--- src/hw/adcsf_pkg.sv ---
// package for the converter status-flag block: register map, fields, types
package adcsf_pkg;
   localparam int ADDR_W = 8;
   localparam int DATA_W = 32;
   localparam int RES_W = 10;
   localparam int NUM_CH = 8;
   localparam int CH_W = 3;
   // register byte offsets
   localparam logic [7:0] OFF_CTRL = 8'h00;
   localparam logic [7:0] OFF_MODE = 8'h04;
   localparam logic [7:0] OFF_CHEN = 8'h10;
   localparam logic [7:0] OFF_CHDIS = 8'h14;
   localparam logic [7:0] OFF_CHSR = 8'h18;
   localparam logic [7:0] OFF_STATUS = 8'h1C;
   localparam logic [7:0] OFF_LAST = 8'h20;
   localparam logic [7:0] OFF_IRQ_ST = 8'h24;
   localparam logic [7:0] OFF_IRQ_MASK = 8'h28;
   localparam logic [7:0] OFF_CHDATA0 = 8'h30;
   // field positions
   localparam int CTRL_START_BIT = 1;
   localparam int MODE_SLEEP_BIT = 5;
   localparam int ST_OVR_LSB = 8;
   localparam int ST_READY_BIT = 16;
   localparam int ST_GOVR_BIT = 17;
   localparam int LAST_CH_LSB = 12;
   // interrupt status bits
   localparam int IRQ_EOC_BIT = 0;
   localparam int IRQ_READY_BIT = 1;
   localparam int IRQ_GOVR_BIT = 2;
   localparam int IRQ_OVR_BIT = 3;
   localparam int IRQ_W = 4;
   localparam logic [IRQ_W-1:0] IRQ_RESET = 4'h0;
   localparam logic [NUM_CH-1:0] CHEN_RESET = 8'h00;

   // one end of conversion from the analog core
   typedef struct packed {
      logic valid;
      logic [CH_W-1:0] chan;
      logic [RES_W-1:0] data;
   } adcsf_eoc_type;

   // register port request
   typedef struct packed {
      logic wr;
      logic rd;
      logic [ADDR_W-1:0] addr;
      logic [DATA_W-1:0] wdata;
   } adcsf_bus_type;
endpackage

--- src/hw/adcsf_top.sv ---
// status flags, data registers and sleep hand-off of the converter controller
// Function
// - only a last-data read clears data-ready; channel data reads leave it alone
// - last-data read with end of conversion sets data-ready only if result stored
// - channel read never blocks data-ready set by another channel's conversion
// - disable on one channel still stores and flags another channel's result
// - status read clears general overrun unless a new overrun arrives together
// - stored end of conversion with data-ready set raises general overrun, read or not
// - channel read together with another channel's end still detects general overrun
// - channel disable together with end still raises general and channel overrun
// - conversion-done cleared by its channel data read or last-data read
// - status read clears channel overrun unless a same-channel overrun arrives together
// - a channel disabled mid-conversion never raises its conversion-done
// - channel data read clears only that channel's conversion-done
// - new sleep setting applies at end of conversion; software writes sleep then start
//
// Local design decisions: the placing of the registers and strobed register access.
`timescale 1ns/1ps
module adcsf_top
#(
   parameter int NCH = adcsf_pkg::NUM_CH
)
(
   input wire logic sys_clk_i,
   input wire logic rstn_i,
   input wire adcsf_pkg::adcsf_bus_type bus_i,
   output logic [adcsf_pkg::DATA_W-1:0] rdata_o,
   input wire adcsf_pkg::adcsf_eoc_type eoc_i,
   input wire logic [adcsf_pkg::CH_W-1:0] conv_chan_i,
   input wire logic conv_busy_i,
   output logic start_o,
   output logic [NCH-1:0] chan_en_o,
   output logic sleep_o,
   output logic irq_o
);
   import adcsf_pkg::*;

   // elaboration checks: the status word and the channel index only have room
   // for the package's channel count, and the reset words are that wide too
   generate
      if (NCH != NUM_CH)
      begin : g_bad_nch
         $error("adcsf_top: NCH must equal the package channel count");
      end
      if (NCH > (1 << CH_W))
      begin : g_bad_chw
         $error("adcsf_top: channel index too narrow for NCH");
      end
      if (ST_OVR_LSB < NCH || ST_OVR_LSB + NCH > ST_READY_BIT)
      begin : g_bad_fields
         $error("adcsf_top: status fields overlap for NCH channels");
      end
      if (LAST_CH_LSB < RES_W || RES_W > DATA_W)
      begin : g_bad_last
         $error("adcsf_top: result and channel fields overlap in the last data word");
      end
      if (int'(OFF_CHDATA0) + 4 * NCH > (1 << ADDR_W))
      begin : g_bad_map
         $error("adcsf_top: channel data window runs past the address space");
      end
   endgenerate

   logic [RES_W-1:0] ch_data_reg [NCH];
   logic [RES_W-1:0] last_data_reg;
   logic [CH_W-1:0] last_chan_reg;
   logic [NCH-1:0] chan_en_reg;
   logic [NCH-1:0] conv_done_reg;
   logic [NCH-1:0] chan_ovr_reg;
   logic [NCH-1:0] killed_reg;
   logic data_ready_reg;
   logic gen_ovr_reg;
   logic sleep_setting_reg;
   logic sleep_reg;
   logic start_reg;
   logic [IRQ_W-1:0] irq_st_reg;
   logic [IRQ_W-1:0] irq_mask_reg;
   logic [DATA_W-1:0] rdata_reg;

   // decoded accesses, all one-cycle strobes; the bus never raises two at once,
   // so no priority between them is needed
   logic wr_ctrl, wr_mode, wr_chen, wr_chdis, wr_irq_st, wr_irq_mask;
   logic rd_status, rd_last;
   logic [NCH-1:0] rd_ch;
   logic [NCH-1:0] eoc_hit;
   logic eoc_store;
   logic [ADDR_W-1:0] ch_off;

   assign wr_ctrl = bus_i.wr && (bus_i.addr == OFF_CTRL);
   assign wr_mode = bus_i.wr && (bus_i.addr == OFF_MODE);
   assign wr_chen = bus_i.wr && (bus_i.addr == OFF_CHEN);
   assign wr_chdis = bus_i.wr && (bus_i.addr == OFF_CHDIS);
   assign wr_irq_st = bus_i.wr && (bus_i.addr == OFF_IRQ_ST);
   assign wr_irq_mask = bus_i.wr && (bus_i.addr == OFF_IRQ_MASK);
   assign rd_status = bus_i.rd && (bus_i.addr == OFF_STATUS);
   assign rd_last = bus_i.rd && (bus_i.addr == OFF_LAST);
   assign ch_off = bus_i.addr - OFF_CHDATA0;

   // result is kept only for a channel enabled now and not disabled mid-conversion;
   // the enable seen before the edge decides, so a disable written together with
   // another channel's end cannot drop that other result
   assign eoc_store = eoc_i.valid && chan_en_reg[eoc_i.chan]
                      && !killed_reg[eoc_i.chan];

   // per-channel read decode and end-of-conversion hit, indexed strictly by channel;
   // both vectors are one-hot, so a read of one channel never reaches another
   genvar g;
   generate
      for (g = 0; g < NCH; g++)
      begin : g_ch
         assign rd_ch[g] = bus_i.rd && (ch_off == ADDR_W'(4 * g));
         assign eoc_hit[g] = eoc_store && (eoc_i.chan == CH_W'(g));
      end
   endgenerate

   // channel enable; a disable never touches another channel's store path
   // set and clear cannot meet because the bus strobes one register per cycle
   always_ff @(posedge sys_clk_i or negedge rstn_i)
   begin
      if (!rstn_i)
      begin
         chan_en_reg <= CHEN_RESET;
      end
      else
      begin
         chan_en_reg <= (chan_en_reg | (wr_chen ? bus_i.wdata[NCH-1:0] : '0))
                        & ~(wr_chdis ? bus_i.wdata[NCH-1:0] : '0);
      end
   end

   // remember channels disabled while their conversion is running; the mark stays
   // until that channel's own end pulse, so a re-enable in between cannot revive
   // the stale result
   always_ff @(posedge sys_clk_i or negedge rstn_i)
   begin
      if (!rstn_i)
      begin
         killed_reg <= '0;
      end
      else
      begin
         for (int i = 0; i < NCH; i++)
         begin
            if (eoc_i.valid && eoc_i.chan == CH_W'(i))
            begin
               killed_reg[i] <= 1'b0;
            end
            else if (wr_chdis && bus_i.wdata[i] && conv_busy_i
                     && conv_chan_i == CH_W'(i))
            begin
               killed_reg[i] <= 1'b1;
            end
         end
      end
   end

   // data registers
   always_ff @(posedge sys_clk_i or negedge rstn_i)
   begin
      if (!rstn_i)
      begin
         for (int i = 0; i < NCH; i++)
         begin
            ch_data_reg[i] <= '0;
         end
         last_data_reg <= '0;
         last_chan_reg <= '0;
      end
      else if (eoc_store)
      begin
         ch_data_reg[eoc_i.chan] <= eoc_i.data;
         last_data_reg <= eoc_i.data;
         last_chan_reg <= eoc_i.chan;
      end
   end

   // conversion-done and channel overrun; set wins over clear
   // the set branch comes first so a read that meets an end never loses the new
   // result; each done bit clears only on its own read strobe or a last-data read, each overrun bit on a status read
   always_ff @(posedge sys_clk_i or negedge rstn_i)
   begin
      if (!rstn_i)
      begin
         conv_done_reg <= '0;
         chan_ovr_reg <= '0;
      end
      else
      begin
         for (int i = 0; i < NCH; i++)
         begin
            if (eoc_hit[i])
            begin
               conv_done_reg[i] <= 1'b1;
            end
            else if (rd_ch[i] || rd_last)
            begin
               conv_done_reg[i] <= 1'b0;
            end
            if (eoc_hit[i] && conv_done_reg[i])
            begin
               chan_ovr_reg[i] <= 1'b1;
            end
            else if (rd_status)
            begin
               chan_ovr_reg[i] <= 1'b0;
            end
         end
      end
   end

   // data-ready and general overrun; only stored results count
   // overrun is judged on the ready level before the edge: a status read meeting a
   // plain end still clears it, one meeting a new overrun does not
   always_ff @(posedge sys_clk_i or negedge rstn_i)
   begin
      if (!rstn_i)
      begin
         data_ready_reg <= 1'b0;
         gen_ovr_reg <= 1'b0;
      end
      else
      begin
         if (eoc_store)
         begin
            data_ready_reg <= 1'b1;
         end
         else if (rd_last)
         begin
            data_ready_reg <= 1'b0;
         end
         if (eoc_store && data_ready_reg)
         begin
            gen_ovr_reg <= 1'b1;
         end
         else if (rd_status)
         begin
            gen_ovr_reg <= 1'b0;
         end
      end
   end

   // sleep setting is held and handed to the core only at an end of conversion
   // limitation: a setting written while idle waits for the next end pulse, so
   // software writes it before a start to make it take hold promptly
   always_ff @(posedge sys_clk_i or negedge rstn_i)
   begin
      if (!rstn_i)
      begin
         sleep_setting_reg <= 1'b0;
         sleep_reg <= 1'b0;
         start_reg <= 1'b0;
      end
      else
      begin
         if (wr_mode)
         begin
            sleep_setting_reg <= bus_i.wdata[MODE_SLEEP_BIT];
         end
         if (eoc_i.valid)
         begin
            sleep_reg <= sleep_setting_reg;
         end
         start_reg <= wr_ctrl && bus_i.wdata[CTRL_START_BIT];
      end
   end

   // sticky interrupt status, write one to clear, event wins over clear
   // the event is or-ed in after the clear, so a clear that meets it keeps the bit
   logic [IRQ_W-1:0] irq_ev;
   assign irq_ev[IRQ_EOC_BIT] = eoc_store;
   assign irq_ev[IRQ_READY_BIT] = eoc_store && !data_ready_reg;
   assign irq_ev[IRQ_GOVR_BIT] = eoc_store && data_ready_reg;
   assign irq_ev[IRQ_OVR_BIT] = |(eoc_hit & conv_done_reg);

   always_ff @(posedge sys_clk_i or negedge rstn_i)
   begin
      if (!rstn_i)
      begin
         irq_st_reg <= IRQ_RESET;
         irq_mask_reg <= IRQ_RESET;
      end
      else
      begin
         irq_st_reg <= (irq_st_reg & ~(wr_irq_st ? bus_i.wdata[IRQ_W-1:0] : '0)) | irq_ev;
         if (wr_irq_mask)
         begin
            irq_mask_reg <= bus_i.wdata[IRQ_W-1:0];
         end
      end
   end

   // read data one cycle after the strobe; unmapped reads return zero
   // write-only registers read as zero too; clears caused by a read show up
   // only from the following read on
   always_ff @(posedge sys_clk_i or negedge rstn_i)
   begin
      if (!rstn_i)
      begin
         rdata_reg <= '0;
      end
      else
      begin
         rdata_reg <= '0;
         if (bus_i.rd)
         begin
            case (bus_i.addr)
               OFF_MODE: rdata_reg[MODE_SLEEP_BIT] <= sleep_setting_reg;
               OFF_CHSR: rdata_reg[NCH-1:0] <= chan_en_reg;
               OFF_STATUS:
               begin
                  rdata_reg[NCH-1:0] <= conv_done_reg;
                  rdata_reg[ST_OVR_LSB +: NCH] <= chan_ovr_reg;
                  rdata_reg[ST_READY_BIT] <= data_ready_reg;
                  rdata_reg[ST_GOVR_BIT] <= gen_ovr_reg;
               end
               OFF_LAST:
               begin
                  rdata_reg[RES_W-1:0] <= last_data_reg;
                  rdata_reg[LAST_CH_LSB +: CH_W] <= last_chan_reg;
               end
               OFF_IRQ_ST: rdata_reg[IRQ_W-1:0] <= irq_st_reg;
               OFF_IRQ_MASK: rdata_reg[IRQ_W-1:0] <= irq_mask_reg;
               default:
               begin
                  for (int i = 0; i < NCH; i++)
                  begin
                     if (rd_ch[i])
                     begin
                        rdata_reg[RES_W-1:0] <= ch_data_reg[i];
                     end
                  end
               end
            endcase
         end
      end
   end

   // data and control outputs come straight from registers
   assign rdata_o = rdata_reg;
   assign chan_en_o = chan_en_reg;
   assign sleep_o = sleep_reg;
   assign start_o = start_reg;
   // level interrupt while any unmasked sticky bit stands
   assign irq_o = |(irq_st_reg & irq_mask_reg);
endmodule

--- config.mk ---
export PLATFORM = sky130hd
export DESIGN_NAME = adcsf_top
export DESIGN_NICKNAME = d
export VERILOG_FILES = /design/src/hw/adcsf_pkg.sv /design/src/hw/adcsf_top.sv
export SDC_FILE = /design/constraint.sdc
export NUM_CORES = 1
export LEC_CHECK = 0
export BUFFER_PORTS_ARGS = -buffer_cell sky130_fd_sc_hd__buf_2
export CAP_MARGIN = 20
export CORE_AREA = 2 2 126 128
export CTS_BUF_LIST = sky130_fd_sc_hd__clkbuf_8 sky130_fd_sc_hd__clkbuf_16
export DETAILED_ROUTE_END_ITERATION = 6
export DIE_AREA = 0 0 128 130
export PLACE_DENSITY = 0.77
export SLEW_MARGIN = 20
export SYNTH_ARGS = -nofsm -noshare
export SYNTH_HDL_FRONTEND = slang
export SYNTH_SLANG_ARGS = --single-unit
--- constraint.sdc ---
create_clock -name sys_clk_i -period 1.7 [get_ports sys_clk_i]
set_input_delay 0.085 -clock sys_clk_i [delete_from_list [all_inputs] [get_ports sys_clk_i]]
set_output_delay 0.085 -clock sys_clk_i [all_outputs]
set_load 0.005 [all_outputs]
==> reports/results.tsv <==
metric	value	unit
worst_ep_arrival_time	2.13	ns
areaGrowthSynthToFinish	32.2	%
synthArstFlopShare	1.00	
internal_power	7490	uW
die_width	128	um
endpoint_kind	flop	
dieArea	16600	um2
first_iter_violations	611	
finalClockSkew	0.00714	ns
switching_share	0.258	
clock_sinks	156	
outcome	finished with violations	
yosys_warnings	0	
met2_usage	0.463	
grt_usage	0.288	
path_max_fanout	5	
drc	0	
layout_setup_ws	-0.111	ns
grt.overflow.total	0	
routedWlPerCell	22.0	um
hp-class	input port to flop	
num_vias	6353	
cts_root_buf	clkbuf_16	
leakage	0.00478	uW
fillCellCount	1160	
p_seq_frac	0.449	
rsz0062_at_grt	true	
gp_congestion	0.959	
diodes	0	
power.total	10100	uW
clkLatencyLatePin	0.43	ns
path_class	flop to flop	
stdcell_count	1048	
critPathLaunchType	flop	
cpMostUsedCell	o311ai_4	
synth_top_flop_cell	dfrtp_1	
row_count	46	
met1_usage	0.387	
clock_path_buffers	2	
path_cells	inv_2 > o311ai_4 > o311ai_4 > nor2_2 > buf_6 > mux2_2	
grt_start_max_net_pins	52	
setup_viol	46	
postRouteAntennaNets	0	
clk_pin_slew	0.07	ns
syn-instance-count	655	
initial_utilization	0.488	
drive_gt1_frac	0.400	
drv_cap	0	
required	2.01	ns
ys_types	64	
cts_buffers	17	
first_pass_iters	5	
p_per_area	1010	nW/um2
synth_edf_count	0	
grt_pass1_vias	6422	
tritoncts	built	
max_clock_freq	0.552	GHz
fin_crit_sh	1.07	
vias_per_cell	6.06	
clkPwrFrac	0.407	
portBuffers	66	
grtUsageMet3	0.0566	
place_hpwl	16700	um
chipHeight	130	um
pin_count	105	
final_hold_viol_count	0	
dp.cells	990	
ys_seq_area_frac	0.519	
p_switching	2600	uW
finalCriticalPeriod	1.81	ns
htree_levels	4	
grt_pass1_wl	36100	um
layout_commonest_cell	dfrtp_1	
grt_busiest_layer	met2	
ir_worst_vdd	0.667	mV
wirelength	23100	um
violations	negative setup slack	
setup_tns	-2.94	ns
final_cell_mix	dfrtp_1 (156), buf_4 (110), buf_2 (65)	
cpMaxStageDelayCell	dfrtp_1	
fin_util	0.645	
antenna_found_initial	0	
power_frac_comb	0.144	
max_stage_delay	0.37	ns
avgSynthCellArea	11.5	um2
core_area	15400	um2
largest_register_ffs	80	
final_max_slew_viol_count	0	
syn_area	7530	um2
ys_ff_latch	156	
nets	905	
[path summary, 6_finish.rpt]
| path | startpoint | slack (ns) | depth (start not counted) | end |
|---|---|---|---|---|
| min in group asynchronous | rstn_i | 0.17 | 2 | ch_data_reg[77]$_DFFE_PN0P_ |
| max | chan_en_o[1]$_DFF_PN0_ | -0.11 | 6 | ch_data_reg[65]$_DFFE_PN0P_ |
| min reg2reg | chan_ovr_reg[3]$_DFFE_PN0P_ | 0.47 | 2 | chan_ovr_reg[3]$_DFFE_PN0P_ |
| min | conv_chan_i[0] | 0.06 | 4 | killed_reg[3]$_DFFE_PN0P_ |
| max reg2reg | chan_en_o[1]$_DFF_PN0_ | -0.11 | 6 | ch_data_reg[65]$_DFFE_PN0P_ |
| max in group asynchronous | rstn_i | 0.87 | 3 | last_chan_reg[1]$_DFFE_PN0P_ |
[synth_stat cells, types with 3 or more instances]
master / instances / area (um2)
and3_1: 5 / 31.3
a221oi_1: 13 / 114
nor2_1: 22 / 82.6
dfrtp_1: 156 / 3900
and2_1: 19 / 119
nor2b_1: 10 / 62.6
o221ai_1: 3 / 26.3
o211ai_1: 6 / 45.0
nor4b_4: 3 / 71.3
buf_1: 3 / 11.3
o22ai_1: 3 / 18.8
a2bb2oi_1: 3 / 26.3
o21ai_0: 21 / 105
a22oi_1: 10 / 75.1
nand2_1: 60 / 225
buf_4: 18 / 135
nand2b_1: 7 / 43.8
mux2i_1: 14 / 140
inv_1: 10 / 37.5
a21oi_1: 40 / 200
a21o_1: 3 / 22.5
nand4_1: 4 / 25.0
o22a_1: 3 / 26.3
a211oi_1: 4 / 30.0
a31oi_1: 6 / 37.5
mux2_2: 93 / 1050
buf_2: 18 / 90.1
a22o_1: 17 / 149
nand3_1: 16 / 80.1
clkbuf_1: 16 / 60.1
[final cells by class]
| cell class | count | area [um2] | share of cell area |
|---|---|---|---|
| Sequential cell | 156 | 3900 | 0.392 |
| Multi-Input combinational cell | 446 | 3560 | 0.358 |
| Timing Repair Buffer | 212 | 1580 | 0.158 |
| Clock buffer | 17 | 425 | 0.0427 |
| Tap cell | 192 | 240 | 0.0241 |
| Clock inverter | 15 | 210 | 0.0211 |
| Inverter | 10 | 37.5 | 0.00377 |
[cell families after synthesis]
family                 after synthesis  share of synthesized area
other                                1                   0.000498
AOI/OAI and AO/OA                  156                      0.149
buffers and inverters               66                     0.0459
DFF                                156                      0.519
and+or+nand+nor                    167                      0.123
muxes                              109                      0.164
[layer usage]
metal  up-vias  share of wire
met5         -              0
met4         0          0.026
met3        65          0.078
met2       333           0.48
met1      3193           0.41
li1       2762              -
[per-stage QoR]
step	instance area [um2]	worst slack (ns)	hold WS, ns
2_1_floorplan	7670	-0.0328	-0.211
3_3_place_gp	8870	-0.167	0.0576
3_5_place_dp	8870	-0.135	0.0696
4_1_cts	9850	-0.103	0.0444
5_1_grt	9950	-0.135	0.0886
6_report	9950	-0.111	0.0591
[what timing repair did]
action	in CTS	in global routing
gates resized for setup	27	24
hold buffers	22	0
setup buffers	1	2
hold endpoints to repair	99	0
pin swaps	7	8
gates cloned	1	0
setup endpoints to repair	59	63
[critical path: cells and delay by family (launching register included)]
family	cells	cell delay (ns)
AND/OR/NAND/NOR	1	0.18
AO/OA/AOI/OAI	2	0.56
multiplexers	1	0.35
buffers and inverters	2	0.23
flip-flops	1	0.37
[power groups by stage]
stage                     clock (uW)  sequential (uW)  combinational (uW)
after floorplan                    0             4460                 814
after global placement             0             4540                1230
after detailed placement           0             4570                1280
after CTS                       4170             4510                1390
after global routing            4340             4580                1570
final                           4110             4530                1450
No activity file was read; power rests on OpenSTA's default activity.
